$ cat config.mk
export PLATFORM = sky130hd
export DESIGN_NAME = fsi_status
export DESIGN_NICKNAME = d
export VERILOG_FILES = /design/src/design/fsi_pkg.sv /design/src/design/fsi_status.sv
export VERILOG_INCLUDE_DIRS = /design/src /design/src/design
export SDC_FILE = /design/constraint.sdc
export NUM_CORES = 1
export LEC_CHECK = 0
export BUFFER_PORTS_ARGS = -buffer_cell sky130_fd_sc_hd__buf_2
export CAP_MARGIN = 15
export CORE_ASPECT_RATIO = 1.75
export CORE_MARGIN = 3
export CORE_UTILIZATION = 53
export DETAILED_ROUTE_END_ITERATION = 6
export HOLD_SLACK_MARGIN = 0.02
export PLACE_DENSITY_LB_ADDON = 0.1
export SETUP_SLACK_MARGIN = 0.2
export SLEW_MARGIN = 20
export SYNTH_ARGS = -nofsm -noshare
export SYNTH_HDL_FRONTEND = slang
export SYNTH_SLANG_ARGS = --single-unit
$ cat constraint.sdc
create_clock -name clk -period 3.71 [get_ports clk]
set_input_delay 0.742 -clock clk [delete_from_list [all_inputs] [get_ports clk]]
set_output_delay 0.742 -clock clk [all_outputs]
set_load 0.01 [all_outputs]
$ cat src/design/fsi_map.svh
// fault status and indicator block: offsets, field positions, codes and timing
// assumes a 100 MHz system clock and byte-wide register images
//
// Summary of operation
// - multi-byte words are little endian, low byte at lowest byte address
// - image byte positions count from zero
// - with no device, only the fault byte at position 2 reads defined
// - with no device, master commands are dropped, never forwarded
// - fault byte: device fault field bits 0-3, controller code bits 4-7
// - controller code 0x0 none, 0x4 no 24 V, 0x5 no device
// - controller code 0x9 while the fieldbus is not yet ready
// - code 0xC emergency stop, 0xE overcurrent; held until activation with the event gone
// - red indicator off without fault, lit on minor, blinking on major
// - blue indicator lit when powered and board running, else off
// - green off without network, blinking unconnected, lit when connected
`ifndef FSI_MAP_SVH
`define FSI_MAP_SVH

// ****************************************
// register image
// ****************************************
`define FSI_FAULT_OFS        8'h02
`define FSI_DEV_FIELD_LSB    0
`define FSI_CTRL_FIELD_LSB   4
`define FSI_FAULT_RESET      8'h00
`define FSI_IMG_BYTES        16

// ****************************************
// controller fault codes
// ****************************************
`define FSI_CODE_NONE        4'h0
`define FSI_CODE_NO_SUPPLY   4'h4
`define FSI_CODE_NO_DEVICE   4'h5
`define FSI_CODE_COMM_BOOT   4'h9
`define FSI_CODE_ESTOP       4'hc
`define FSI_CODE_OVERCURRENT 4'he

// ****************************************
// timing
// ****************************************
`define FSI_CLK_MHZ          100
`define FSI_BLINK_HALF_MS    250
`define FSI_BLINK_HALF_CYC   (`FSI_BLINK_HALF_MS * 1000 * `FSI_CLK_MHZ)

`endif

$ cat src/design/fsi_pkg.sv
// fault status and indicator block: shared types
// assumes fsi_map.svh supplies the numeric constants
package fsi_pkg;

  typedef struct packed {
    logic supplyOk;
    logic boardRunning;
    logic devicePresent;
    logic commReady;
    logic netDetected;
    logic connEstablished;
    logic estop;
    logic overcurrent;
  } fsi_status_type;

  typedef struct packed {
    logic       valid;
    logic [7:0] addr;
    logic [7:0] data;
  } fsi_cmd_type;

  typedef enum logic [1:0] {FSI_NONE, FSI_WARN, FSI_MINOR, FSI_MAJOR} fsi_class_type;

  typedef enum logic {FSI_RUN, FSI_HELD} fsi_major_type;

endpackage : fsi_pkg

$ cat src/design/fsi_status.sv
// fault status byte, command gate and status indicators
// assumes all inputs synchronous to clk; activate is a one-cycle pulse
`timescale 1ns/1ps
`include "fsi_map.svh"

module fsi_status
  import fsi_pkg::*;
#(
  parameter int IMG_BYTES         = `FSI_IMG_BYTES,
  parameter int BLINK_HALF_CYCLES = `FSI_BLINK_HALF_CYC
) (
  input  wire logic                      clk,
  input  wire logic                      resetn,
  input  wire fsi_status_type            sts,
  input  wire logic [3:0]                devFault,
  input  wire logic [IMG_BYTES-1:0][7:0] devInImage,
  input  wire logic                      activate,
  input  wire fsi_cmd_type               cmdIn,
  input  wire logic                      rdEn,
  input  wire logic [7:0]                rdAddr,
  output fsi_cmd_type                    fwdCmd_q,
  output logic                           cmdDrop_q,
  output logic [15:0]                    rdData_q,
  output logic                           rdValid_q,
  output logic [7:0]                     faultStatus_q,
  output logic                           supplyLed_q,
  output logic                           commLed_q,
  output logic                           faultLed_q
);

  localparam int CW = $clog2(BLINK_HALF_CYCLES + 1);
  localparam logic [CW-1:0] BLINK_MAX = CW'(BLINK_HALF_CYCLES - 1);

  // ****************************************
  // major fault latch
  // ****************************************
  fsi_major_type majorState_q;
  logic [3:0]    majorCode_q;
  logic          majorEvent;

  assign majorEvent = sts.estop | sts.overcurrent;

  // a new event wins over activation in the same cycle
  always_ff @(posedge clk or negedge resetn) begin
    if (!resetn) begin
      majorState_q <= FSI_RUN;
      majorCode_q  <= `FSI_CODE_NONE;
    end else begin
      case (majorState_q)
        FSI_RUN: begin
          if (majorEvent) begin
            majorState_q <= FSI_HELD;
            majorCode_q  <= sts.estop ? `FSI_CODE_ESTOP : `FSI_CODE_OVERCURRENT;
          end
        end
        FSI_HELD: begin
          if (activate && !majorEvent) begin
            majorState_q <= FSI_RUN;
            majorCode_q  <= `FSI_CODE_NONE;
          end
        end
        default: majorState_q <= FSI_RUN;
      endcase
    end
  end

  // ****************************************
  // controller fault code
  // ****************************************
  logic [3:0]    ctrlCode_d;
  fsi_class_type faultClass_d;
  fsi_class_type faultClass_q;

  // major over minor over warnings; no supply outranks no device
  always_comb begin
    ctrlCode_d   = `FSI_CODE_NONE;
    faultClass_d = FSI_NONE;
    if (majorState_q == FSI_HELD) begin
      ctrlCode_d   = majorCode_q;
      faultClass_d = FSI_MAJOR;
    end else if (!sts.commReady) begin
      ctrlCode_d   = `FSI_CODE_COMM_BOOT;
      faultClass_d = FSI_MINOR;
    end else if (!sts.supplyOk) begin
      ctrlCode_d   = `FSI_CODE_NO_SUPPLY;
      faultClass_d = FSI_WARN;
    end else if (!sts.devicePresent) begin
      ctrlCode_d   = `FSI_CODE_NO_DEVICE;
      faultClass_d = FSI_WARN;
    end
  end

  always_ff @(posedge clk or negedge resetn) begin
    if (!resetn) begin
      faultStatus_q <= `FSI_FAULT_RESET;
      faultClass_q  <= FSI_NONE;
    end else begin
      faultStatus_q[`FSI_CTRL_FIELD_LSB +: 4] <= ctrlCode_d;
      faultStatus_q[`FSI_DEV_FIELD_LSB +: 4]  <= sts.devicePresent ? devFault : 4'h0;
      faultClass_q  <= faultClass_d;
    end
  end

  // ****************************************
  // input image and read port
  // ****************************************
  logic [IMG_BYTES-1:0][7:0] imgByte;

  // without a device only the fault byte carries content
  for (genvar i = 0; i < IMG_BYTES; i++) begin : g_img
    assign imgByte[i] = (i == int'(`FSI_FAULT_OFS)) ? faultStatus_q :
                        (sts.devicePresent ? devInImage[i] : 8'h00);
  end

  logic [7:0] loByte;
  logic [7:0] hiByte;

  // zero-based positions; out-of-range bytes read as zero
  always_comb begin
    loByte = 8'h00;
    hiByte = 8'h00;
    if (int'(rdAddr) < IMG_BYTES) begin
      loByte = imgByte[rdAddr];
    end
    if (int'(rdAddr) + 1 < IMG_BYTES) begin
      hiByte = imgByte[rdAddr + 8'h01];
    end
  end

  always_ff @(posedge clk or negedge resetn) begin
    if (!resetn) begin
      rdData_q  <= 16'h0000;
      rdValid_q <= 1'b0;
    end else begin
      rdValid_q <= rdEn;
      if (rdEn) begin
        rdData_q <= {hiByte, loByte};
      end
    end
  end

  // ****************************************
  // command gate
  // ****************************************
  always_ff @(posedge clk or negedge resetn) begin
    if (!resetn) begin
      fwdCmd_q  <= '0;
      cmdDrop_q <= 1'b0;
    end else begin
      fwdCmd_q.valid <= cmdIn.valid && sts.devicePresent;
      fwdCmd_q.addr  <= cmdIn.addr;
      fwdCmd_q.data  <= cmdIn.data;
      cmdDrop_q      <= cmdIn.valid && !sts.devicePresent;
    end
  end

  // ****************************************
  // blink timebase
  // ****************************************
  logic [CW-1:0] blinkCnt_q;
  logic          blink_q;

  // one shared phase so both blinking indicators stay in step
  always_ff @(posedge clk or negedge resetn) begin
    if (!resetn) begin
      blinkCnt_q <= '0;
      blink_q    <= 1'b0;
    end else if (blinkCnt_q == BLINK_MAX) begin
      blinkCnt_q <= '0;
      blink_q    <= ~blink_q;
    end else begin
      blinkCnt_q <= blinkCnt_q + CW'(1);
    end
  end

  // ****************************************
  // indicators
  // ****************************************
  always_ff @(posedge clk or negedge resetn) begin
    if (!resetn) begin
      supplyLed_q <= 1'b0;
      commLed_q   <= 1'b0;
      faultLed_q  <= 1'b0;
    end else begin
      supplyLed_q <= sts.supplyOk && sts.boardRunning;
      if (!sts.netDetected) begin
        commLed_q <= 1'b0;
      end else if (!sts.connEstablished) begin
        commLed_q <= blink_q;
      end else begin
        commLed_q <= 1'b1;
      end
      case (faultClass_q)
        FSI_MINOR: faultLed_q <= 1'b1;
        FSI_MAJOR: faultLed_q <= blink_q;
        default:   faultLed_q <= 1'b0;
      endcase
    end
  end
endmodule : fsi_status

==> impl_metrics.sql, run 1 <==
INSERT INTO impl_metrics (metric_group, metric, value, unit) VALUES
('detailed_routing', 'detailedRoute.firstPassIterationCount', '5', ''),
('status', 'outcome', 'finished, final reports clean', ''),
('cells_and_area', 'layout-area-overhead-vs-synth', '25.0', '%'),
('detailed_routing', 'routed_via_density', '5.94', ''),
('die', 'design.core.area', '9590', 'um^2'),
('grt', 'globalRouteOverflowTotal', '0', ''),
('clock_network', 'ctsHoldBuffers', '0', ''),
('critical_path', 'timing_endpoint_of_the_critical_path', 'rdData_q[12]', ''),
('sta', 'setup_viol_count_final', '0', ''),
('cells_and_area', 'final_nets', '880', ''),
('critical_path', 'startpoint_type', 'input port', ''),
('sta', 'worst_slew_slack_as_a_fraction_of_its_limit', '32.8', '%'),
('synth', 'number_of_enable_flip_flop_cells_after_synthesis', '0', ''),
('die', 'top_level_ports', '215', ''),
('synth', 'synth_sequential_area_ratio', '36.6', '%'),
('die', 'initial_core_util', '55.0', '%'),
('synth', 'synthTopCellsByCount', 'dfrtp_1, mux2i_1, nor2_1, nand2_1, nand3_1', ''),
('synth', 'number_of_different_library_cells_in_the_post_synthesis_netlist', '54', ''),
('critical_path', 'worstPathArrival', '2.87', 'ns'),
('die', 'die_area', '11200', 'um^2'),
('sta', 'min_period_over_period', '71.3', '%'),
('sta', 'maxClockFrequency', '378', 'MHz'),
('synth', 'synth_top_area_cell', 'dfrtp_1', ''),
('run', 'maxCapViolCount', '0', ''),
('critical_path', 'critical-path-top-delay-family', 'buffers and inverters', ''),
('placement', 'hpwlAfterDp', '12300', 'um'),
('critical_path', 'path_buf_inv', '2', ''),
('detailed_routing', 'first_iter_violations', '264', ''),
('power', 'cellLeakagePower', '3.26', 'nW'),
('critical_path', 'crit_path_cell_trace', 'buf_6 -> ha_1 -> nand2_1 -> buf_4 -> o22ai_1 -> nor2_1 -> nor3_1 -> a211o_1', ''),
('power', 'power-per-cell-area', '342', 'nW/um^2'),
('clock_network', 'clk_root_buffer_cell', 'clkbuf_16', ''),
('critical_path', 'timing.critical_path.to_type', 'flop', ''),
('hold_path', 'holdCritStartpoint', 'faultClass_q[0]', ''),
('cells_and_area', 'post-route-util', '68.7', '%'),
('synth', 'yosysMostFrequentCell', 'dfrtp_1', ''),
('clock_network', 'clock_latency_of_the_later_clocked_register_in_the_worst_skew_pair', '0.34', 'ns'),
('sta', 'final-max-slew-violation-count', '0', ''),
('synth', 'ys_dominant_reg_cell', 'dfrtp_1', ''),
('grt', 'grt_pass1_vias', '4954', ''),
('die', 'placement_rows', '47', ''),
('critical_path', 'crit_fanout', '66', ''),
('critical_path', 'timing_worst_setup_path_type', 'in -> reg', ''),
('synth', 'syn_area_per_cell', '10.1', 'um^2'),
('sta', 'timing.final.crit_period', '2.64', 'ns'),
('critical_path', 'path_depth', '8', ''),
('sta', 'final_hold_viol_count', '0', ''),
('synth', 'postSynthRegisterBits', '77', ''),
('grt', 'global_route_wire_length_before_repair', '24000', 'um'),
('critical_path', 'timing.critical_path.required', '3.93', 'ns'),
('detailed_routing', 'routed_wl', '16300', 'um'),
('clock_network', 'clock_path_buffers', '2', ''),
('sta', 'unrepaired_setup_endpoints_after_global_routing', 'no', ''),
('clock_network', 'clock-sinks', '77', ''),
('detailed_routing', 'via_count', '4967', ''),
('sta', 'worst_clock_skew', '0.00662', 'ns'),
('critical_path', 'timing.critical_path.slowest_cell_delay', '0.47', 'ns'),
('synth', 'synthCells', '522', ''),
('synth', 'cell_area_after_synthesis', '5270', 'um^2'),
('clock_network', 'cts_tree', 'built', ''),
('clock_network', 'postCtsSetupRepairBufs', '0', ''),
('synth', 'yosys.area.top_type_share', '36.6', '%'),
('placement', 'input_output_buffers', '206', ''),
('critical_path', 'critical_path_start', 'rdAddr[0]', ''),
('critical_path', 'critical_path.reg2reg.endpoint', 'blink_q', ''),
('detailed_routing', 'routedWlPerCell', '19.5', 'um'),
('detailed_routing', 'remaining_drc_errors', '0', ''),
('cells_and_area', 'share_of_cells_above_drive_strength_1', '37.3', '%'),
('power', 'worst_ir_drop_vdd', '286', 'uV'),
('sta', 'setup_tns_after_final_layout', '0', 'ns'),
('clock_network', 'cts_max_level', '3', '');
==> report_power, final <==
group          leakage [nW]  internal (mW)  switching (mW)  total, mW
clock                 0.142          0.525           0.374      0.899
sequential            0.993          0.866          0.0139      0.880
combinational          2.12          0.221           0.255      0.476
total                  3.26           1.61           0.643       2.25
==> layout by cell type (no fill, tap or decap), types with 3 or more instances in the layout <==
| cell | count |
|---|---|
| a211o_1 | 4 |
| clkbuf_16 | 9 |
| buf_2 | 204 |
| mux4_2 | 25 |
| o21ai_1 | 6 |
| nor3_1 | 10 |
| nand3b_1 | 5 |
| nor2b_1 | 4 |
| inv_1 | 13 |
| and2_1 | 7 |
| xnor2_1 | 9 |
| nand2b_1 | 4 |
| nand3_1 | 28 |
| o22ai_1 | 14 |
| xor2_1 | 17 |
| o221ai_1 | 9 |
| nand2_1 | 39 |
| and3_1 | 3 |
| a21oi_1 | 15 |
| nor2_1 | 54 |
| dfrtp_1 | 77 |
| o311ai_1 | 3 |
| o21ai_0 | 25 |
| a221o_1 | 7 |
| nand4_1 | 10 |
| mux2i_1 | 66 |
| buf_4 | 8 |
==> layout make-up <==
| class | count | area [um^2] |
|---|---|---|
| fillers | 779 | 3000 |
| inverters | 13 | 48.8 |
| flip-flops and latches | 77 | 1930 |
| clock buffers | 9 | 225 |
| well taps | 122 | 153 |
| repair buffers | 214 | 1110 |
| multi-input cells | 394 | 3040 |
| diodes | 1 | 2.50 |
| clock inverters | 6 | 72.6 |
==> per-stage QoR <==
step           instances  hold slack [ns]  area (um^2)  setup slack [ns]
2_1_floorplan        522            0.404         5270              1.50
3_3_place_gp         820            0.408         6280             0.776
3_5_place_dp         820            0.422         6280             0.760
4_1_cts              835            0.431         6580              1.11
5_1_grt              836            0.487         6590             0.873
6_report             836            0.429         6590              1.07
==> worst min-delay path by stage <==
stage | endpoint | cells after the start
floorplan | faultLed_q | 1
global placement | faultLed_q | 1
detailed placement | faultLed_q | 1
CTS | faultLed_q | 1
global route | faultLed_q | 1
finish | faultLed_q | 1
==> metal layers <==
| layer | GRT usage, % | part of all wire, % | up-vias |
|---|---|---|---|
| met5 | 0 | 0 | - |
| met4 | 12.2 | 3.3 | 0 |
| met1 | 29.6 | 34 | 2417 |
| met3 | 5.07 | 6.2 | 35 |
| met2 | 54.1 | 56 | 195 |
| li1 | - | - | 2320 |
==> cell families after synthesis <==
logic type,share of synthesized area [%]
simple gates,15.9
compound gates,12.4
mux,24.2
flops,36.6
buf+inv,5.77
xor+xnor,4.63
fa+ha+maj,0.475
==> state kept, by name, indices dropped and copies added, names as in the netlist <==
signal	cells
blinkCnt_q	25
fwdCmd_q	17
rdData_q	16
faultStatus_q	8
faultClass_q	2
majorCode_q	2
blink_q	1
cmdDrop_q	1
commLed_q	1
faultLed_q	1
majorState_q	1
rdValid_q	1
supplyLed_q	1
(Power assumes the default switching activity.)
==> run 2: changes to the inputs <==
--- a/config.mk
+++ b/config.mk
@@ -10,7 +10,7 @@
 export CAP_MARGIN = 15
 export CORE_ASPECT_RATIO = 1.75
 export CORE_MARGIN = 3
-export CORE_UTILIZATION = 53
+export CORE_UTILIZATION = 49
 export DETAILED_ROUTE_END_ITERATION = 6
 export HOLD_SLACK_MARGIN = 0.02
 export PLACE_DENSITY_LB_ADDON = 0.1
==> constraint.sdc (replaced) <==
create_clock -name clk -period 2.5 [get_ports clk]
set_input_delay 0.5 -clock clk [delete_from_list [all_inputs] [get_ports clk]]
set_output_delay 0.5 -clock clk [all_outputs]
set_load 0.01 [all_outputs]
==> impl_metrics.sql, run 2 (synthesis gave the netlist of run 1 again) <==
INSERT INTO impl_metrics (metric_group, metric, value, unit) VALUES
('power', 'seq_power_share', '38.9', '%'),
('clock_network', 'cts_buffer_count', '9', ''),
('clock_network', 'clk_root_buffer_cell', 'clkbuf_16', ''),
('grt', 'global_route_wire_length_before_repair', '25400', 'um'),
('status', 'outcome', 'finished, final reports clean', ''),
('die', 'die_area', '12100', 'um^2'),
('clock_network', 'clock_path_buffers', '2', ''),
('detailed_routing', 'detailedRoute.firstPassIterationCount', '4', ''),
('critical_path', 'crit_fanout', '28', ''),
('run', 'maxCapViolCount', '0', ''),
('sta', 'maxClockFrequency', '511', 'MHz'),
('placement', 'hpwlAfterDp', '13000', 'um'),
('hold_path', 'timing.hold.worst.class', 'in -> async', ''),
('clock_network', 'clock_latency_of_the_later_clocked_register_in_the_worst_skew_pair', '0.33', 'ns'),
('grt', 'grt_pass1_vias', '5213', ''),
('cells_and_area', 'area_used_by_multi_input_combinational_logic', '3040', 'um^2'),
('cells_and_area', 'final_nets', '893', ''),
('power', 'sw_frac_of_total', '28.0', '%'),
('sta', 'setup_viol_count_final', '0', ''),
('placement', 'input_output_buffers', '206', ''),
('die', 'initial_core_util', '50.9', '%'),
('clock_network', 'post_cts_resized', '0', ''),
('power', 'pwr-share-clk', '39.3', '%'),
('power', 'net-switching-power', '0.940', 'mW'),
('critical_path', 'timing_worst_setup_path_type', 'in -> reg', ''),
('grt', 'globalRouteOverflowTotal', '0', ''),
('grt', 'antenna_found_initial', '1', ''),
('critical_path', 'timing.critical_path.to_type', 'flop', ''),
('detailed_routing', 'ant_nets', '0', ''),
('cells_and_area', 'max_reg_flops', '25', ''),
('cells_and_area', 'most-common-layout-cells', 'buf_2, dfrtp_1, mux2i_1', ''),
('clock_network', 'ctsHoldBuffers', '0', ''),
('sta', 'unrepaired_setup_endpoints_after_global_routing', 'no', ''),
('detailed_routing', 'via_count', '4969', ''),
('grt', 'grt_max_degree', '60', ''),
('sta', 'timing.final.crit_period', '1.96', 'ns'),
('sta', 'min_period_over_period', '78.2', '%'),
('critical_path', 'timing.critical_path.slowest_cell_delay', '0.41', 'ns'),
('sta', 'final-max-slew-violation-count', '0', ''),
('clock_network', 'cts_tree', 'built', ''),
('cells_and_area', 'sequential_cell_area', '1930', 'um^2'),
('placement', 'placed_cells_incl_taps', '838', ''),
('critical_path', 'cpMaxStageDelayCell', 'buf_4', ''),
('clock_network', 'postCtsSetupRepairBufs', '0', ''),
('power', 'power.share.combinational', '21.8', '%'),
('cells_and_area', 'layout_top_registers', 'blinkCnt_q x25, fwdCmd_q x17, rdData_q x16', ''),
('cells_and_area', 'layout-area-overhead-vs-synth', '27.7', '%'),
('power', 'power-per-cell-area', '499', 'nW/um^2'),
('detailed_routing', 'first_iter_violations', '248', ''),
('grt', 'gr-usage-all-layers', '26.9', '%'),
('sta', 'final_hold_viol_count', '0', ''),
('die', 'top_level_ports', '215', ''),
('critical_path', 'startpoint_type', 'input port', ''),
('die', 'placement_rows', '49', ''),
('die', 'design.core.area', '10400', 'um^2'),
('critical_path', 'worstPathArrival', '2.16', 'ns'),
('sta', 'setup_tns_after_final_layout', '0', 'ns'),
('detailed_routing', 'routed_via_density', '5.80', ''),
('power', 'cellLeakagePower', '3.32', 'nW'),
('placement', 'routability_driven_placement_congestion_ratio', '0.886', ''),
('die', 'die_y', '143', 'um'),
('cells_and_area', 'layout_fillers', '877', ''),
('detailed_routing', 'routed_wl', '16500', 'um'),
('cells_and_area', 'final_common_cell', 'buf_2', ''),
('clock_network', 'clk_pin_slew_worst_paths', '0.06', 'ns'),
('sta', 'worst_clock_skew', '0.00653', 'ns'),
('critical_path', 'crit_path_cell_trace', 'buf_2 -> buf_4 -> a21boi_1 -> a41o_1 -> nand3b_1 -> nor3_1 -> a211o_1', ''),
('cells_and_area', 'final_cells', '856', ''),
('sta', 'worst_slew_pin_slew', '0.498', 'ns'),
('cells_and_area', 'share_of_cells_above_drive_strength_1', '38.4', '%'),
('cells_and_area', 'regMostFlops', 'blinkCnt_q', ''),
('detailed_routing', 'remaining_drc_errors', '0', ''),
('detailed_routing', 'routedWlPerCell', '19.3', 'um'),
('power', 'worst_ir_drop_vdd', '438', 'uV'),
('clock_network', 'cts_max_level', '3', ''),
('die', 'die_width', '84.4', 'um'),
('critical_path', 'timing.critical_path.required', '2.71', 'ns'),
('sta', 'worst_slew_slack_as_a_fraction_of_its_limit', '66.6', '%'),
('clock_network', 'clock-sinks', '77', ''),
('power', 'internal_power_summed_over_all_cells', '2.42', 'mW');
## run 2: changes by cell type in the layout (fill, tap and decap cells not counted), sizes merged
cell,previous run,this run
diode,1,2
buf,214,227
clkinv,2,3
clkbuf,9,10
inv,15,14
## run 2: power by group through the flow
stage	Sequential (mW)	Clock, mW	Combinational (mW)
global placement	1.33	0	0.716
floorplan	1.34	0	0.396
detailed placement	1.33	0	0.732
CTS	1.30	1.35	0.735
global route	1.31	1.40	0.794
finish	1.30	1.32	0.732
## run 2: final timing paths
check / from / cells past startpoint / end / slack, ns
max in group asynchronous: resetn / 2 / rdData_q[11] / 1.75
max: rdAddr[1] / 7 / rdData_q[12] / 0.54
max reg2reg: blinkCnt_q[0] / 7 / blinkCnt_q[24] / 0.61
min in group clk: cmdIn[2] / 1 / fwdCmd_q[2] / 0.27
min reg2reg: faultClass_q[0] / 1 / faultLed_q / 0.43
min: resetn / 1 / rdValid_q / 0.13
## run 2: metal layers
metal  vias up  routed length [um]  track usage, %
met1      2367                5610            27.7
met3        54                1100            4.68
li1       2340                   -               -
met4         0                 832            14.5
met2       208                8940            50.9
met5         -                   0               0
## run 2: worst max-delay path: cells and delay by family
family	cells	cell delay, ns
buffers and inverters	2	0.59
AO/OA/AOI/OAI	3	0.69
AND/OR/NAND/NOR	2	0.37
## run 2: cell type report
class | count | share of cell area [%]
Clock inverter | 6 | 1.08
Antenna cell | 2 | 0.0744
Clock buffer | 10 | 3.40
Inverter | 13 | 0.725
Tap cell | 127 | 2.36
Sequential cell | 77 | 28.6
Timing Repair Buffer | 227 | 18.5
Multi-Input combinational cell | 394 | 45.2
## run 2: through the flow
step           util [%]  setup WS (ns)  cell area (um^2)  hold WS [ns]  power (mW)
2_1_floorplan         -          0.536              5270         0.204        1.74
3_3_place_gp       62.0          0.256              6420         0.410        2.04
3_5_place_dp       62.0          0.225              6420         0.421        2.06
4_1_cts            64.9          0.563              6720         0.138        3.39
5_1_grt            64.9          0.444              6720         0.150        3.51
6_report           64.9          0.544              6730         0.131        3.36
==> run 3: changes to the inputs <==
--- a/config.mk
+++ b/config.mk
@@ -10,7 +10,7 @@
 export CAP_MARGIN = 15
 export CORE_ASPECT_RATIO = 1.75
 export CORE_MARGIN = 3
-export CORE_UTILIZATION = 49
+export CORE_UTILIZATION = 45
 export DETAILED_ROUTE_END_ITERATION = 6
 export HOLD_SLACK_MARGIN = 0.02
 export PLACE_DENSITY_LB_ADDON = 0.1
==> constraint.sdc (replaced) <==
create_clock -name clk -period 1.6 [get_ports clk]
set_input_delay 0.32 -clock clk [delete_from_list [all_inputs] [get_ports clk]]
set_output_delay 0.32 -clock clk [all_outputs]
set_load 0.01 [all_outputs]
==> impl_metrics.sql, run 3 (synthesis gave the netlist of run 1 again) <==
INSERT INTO impl_metrics (metric_group, metric, value, unit) VALUES
('sta', 'timing.final.ws_setup', '-0.0292', 'ns'),
('clock_network', 'cts_buffer_count', '9', ''),
('die', 'initial_core_util', '46.6', '%'),
('clock_network', 'clock-sinks', '77', ''),
('cells_and_area', 'postLayoutCellArea', '8040', 'um^2'),
('placement', 'dp_worst_setup_slack', '-0.254', 'ns'),
('power', 'pwr-share-clk', '39.1', '%'),
('detailed_routing', 'first_iter_violations', '265', ''),
('power', 'internal_power_summed_over_all_cells', '4.15', 'mW'),
('sta', 'worst_slew_slack_as_a_fraction_of_its_limit', '74.0', '%'),
('placement', 'hpwlAfterDp', '13500', 'um'),
('die', 'design.core.area', '11300', 'um^2'),
('run', 'maxCapViolCount', '0', ''),
('placement', 'input_output_buffers', '206', ''),
('critical_path', 'timing_worst_setup_path_type', 'reg -> reg', ''),
('critical_path', 'worstPathArrival', '1.86', 'ns'),
('cells_and_area', 'layout-area-overhead-vs-synth', '52.6', '%'),
('power', 'power-per-cell-area', '718', 'nW/um^2'),
('detailed_routing', 'routed_wl', '18500', 'um'),
('power', 'worst_ir_drop_vdd', '743', 'uV'),
('grt', 'antenna_found_initial', '1', ''),
('clock_network', 'cts_tree', 'built', ''),
('clock_network', 'clock_path_buffers', '2', ''),
('grt', 'globalRouteOverflowTotal', '0', ''),
('detailed_routing', 'ant_nets', '0', ''),
('sta', 'worst_slew_pin_slew', '0.390', 'ns'),
('sta', 'unrepaired_setup_endpoints_after_global_routing', 'yes', ''),
('clock_network', 'cts_max_level', '3', ''),
('detailed_routing', 'routedWlPerCell', '19.8', 'um'),
('die', 'placement_rows', '51', ''),
('critical_path', 'timing.critical_path.required', '1.83', 'ns'),
('sta', 'min_period_over_period', '102', '%'),
('sta', 'final_hold_viol_count', '0', ''),
('critical_path', 'crit_fanout', '5', ''),
('detailed_routing', 'routed_via_density', '5.84', ''),
('critical_path', 'timing.critical_path.slowest_cell_delay', '0.41', 'ns'),
('power', 'net-switching-power', '1.62', 'mW'),
('critical_path', 'crit_path_cell_trace', 'nor4bb_4 -> nand4b_1 -> nor3_4 -> buf_6 -> buf_6 -> nor2_1', ''),
('critical_path', 'cpMaxStageDelayCell', 'dfrtp_1', ''),
('critical_path', 'startpoint_type', 'flop', ''),
('power', 'cellLeakagePower', '3.89', 'nW'),
('die', 'top_level_ports', '215', ''),
('sta', 'worst_clock_skew', '0.00873', 'ns'),
('hold_path', 'timing.hold.worst.class', 'in -> reg', ''),
('power', 'total_power', '5.77', 'mW'),
('sta', 'setup_viol_count_final', '17', ''),
('cells_and_area', 'post-route-util', '71.2', '%'),
('die', 'die_y', '149', 'um'),
('clock_network', 'clk_root_buffer_cell', 'clkbuf_16', ''),
('cells_and_area', 'final_nets', '966', ''),
('power', 'seq_power_share', '35.4', '%'),
('critical_path', 'critical-path-top-cell-by-count', 'buf_6', ''),
('grt', 'gr-usage-all-layers', '27.3', '%'),
('cells_and_area', 'layout_top_registers', 'blinkCnt_q x25, fwdCmd_q x17, rdData_q x16', ''),
('power', 'sw_frac_of_total', '28.0', '%'),
('critical_path', 'timing.critical_path.to_type', 'flop', ''),
('sta', 'final-max-slew-violation-count', '0', ''),
('placement', 'routability_driven_placement_congestion_ratio', '0.901', ''),
('sta', 'fin_worst_hold_slack', '0.0784', 'ns'),
('grt', 'grt_pass1_vias', '5671', ''),
('sta', 'timing.final.crit_period', '1.63', 'ns'),
('die', 'die_width', '87.8', 'um'),
('detailed_routing', 'via_count', '5445', ''),
('clock_network', 'clock_latency_of_the_later_clocked_register_in_the_worst_skew_pair', '0.34', 'ns'),
('grt', 'grt_max_degree', '30', ''),
('cells_and_area', 'share_of_cells_above_drive_strength_1', '51.5', '%'),
('placement', 'placed_area', '6850', 'um^2'),
('sta', 'maxClockFrequency', '614', 'MHz'),
('detailed_routing', 'detailedRoute.firstPassIterationCount', '5', ''),
('cells_and_area', 'regMostFlops', 'blinkCnt_q', ''),
('status', 'violations', 'negative setup slack', ''),
('detailed_routing', 'remaining_drc_errors', '0', ''),
('grt', 'global_route_wire_length_before_repair', '27500', 'um'),
('cells_and_area', 'max_reg_flops', '25', ''),
('status', 'outcome', 'finished, violations left', ''),
('cells_and_area', 'final_common_cell', 'buf_2', ''),
('cells_and_area', 'most-common-layout-cells', 'buf_2, dfrtp_1, mux2i_1', ''),
('die', 'die_area', '13100', 'um^2'),
('clock_network', 'clk_pin_slew_worst_paths', '0.07', 'ns'),
('power', 'power.share.combinational', '25.5', '%'),
('cells_and_area', 'layout_fillers', '859', '');
==> run 3: cell count changes in the layout (fill, tap and decap cells not counted), sizes merged <==
cell / before / now
diode: 2 / 1
inv: 14 / 15
clkinv: 3 / 1
bufinv: 1 / 2
buf: 227 / 297
dlygate4sd3: 0 / 1
clkbuf: 10 / 11
bufbuf: 0 / 1
==> run 3: stage by stage <==
step           cells  setup TNS [ns]
2_1_floorplan    522               0
3_3_place_gp     885           -2.62
3_5_place_dp     885           -2.86
4_1_cts          921               0
5_1_grt          933           -1.22
6_report         933          -0.235
==> run 3: power groups by stage <==
| stage | Combinational, mW | Clock (mW) | Sequential, mW |
|---|---|---|---|
| after floorplan | 0.645 | 0 | 2.10 |
| after global placement | 1.21 | 0 | 2.08 |
| after detailed placement | 1.24 | 0 | 2.08 |
| after CTS | 1.33 | 2.30 | 2.04 |
| after global routing | 1.57 | 2.37 | 2.05 |
| final | 1.47 | 2.26 | 2.04 |
==> run 3: layout make-up <==
class                   instances  area [um^2]  share of cell area (%)
diodes                          1         2.50                  0.0311
clock buffers                  10          229                    2.85
clock inverters                 6         93.8                    1.17
inverters                      13         48.8                   0.607
multi-input cells             394         3420                    42.5
flip-flops and latches         77         1930                    24.0
well taps                     132          165                    2.05
repair buffers                300         2150                    26.7
==> run 3: repair_timing <==
item                                    CTS  global route
endpoints found under the setup margin   33            39
hold buffers                              1             0
endpoints found under the hold margin    23             0
buffers inserted                         13            10
pin swaps                                13            30
gates resized for setup                  27            81
gates cloned                              6             1
==> run 3: routing by layer <==
layer / vias up / global-route usage, % / routed length, um
li1: 2487 / - / -
met1: 2668 / 27.8 / 6180
met2: 230 / 50.9 / 10400
met3: 60 / 4.53 / 1020
met4: 0 / 15.0 / 884
met5: - / 0 / 0
==> run 3: final timing paths <==
check,start,end,slack [ns],cells after the start
max in group asynchronous,resetn,fwdCmd_q[11],0.66,3
worst max register to register,blinkCnt_q[17],blinkCnt_q[11],-0.03,6
worst min register to register,faultClass_q[0],faultLed_q,0.45,1
worst min-delay path,cmdIn[12],fwdCmd_q[12],0.08,1
min in group asynchronous,resetn,fwdCmd_q[12],0.44,2
worst max-delay path,blinkCnt_q[17],blinkCnt_q[11],-0.03,6
==> run 3: worst max-delay path, delay by kind of cell (launching register included) <==
family | cells | cell delay, ns
buffers and inverters | 2 | 0.27
flip-flops | 1 | 0.41
AND/OR/NAND/NOR | 4 | 0.84
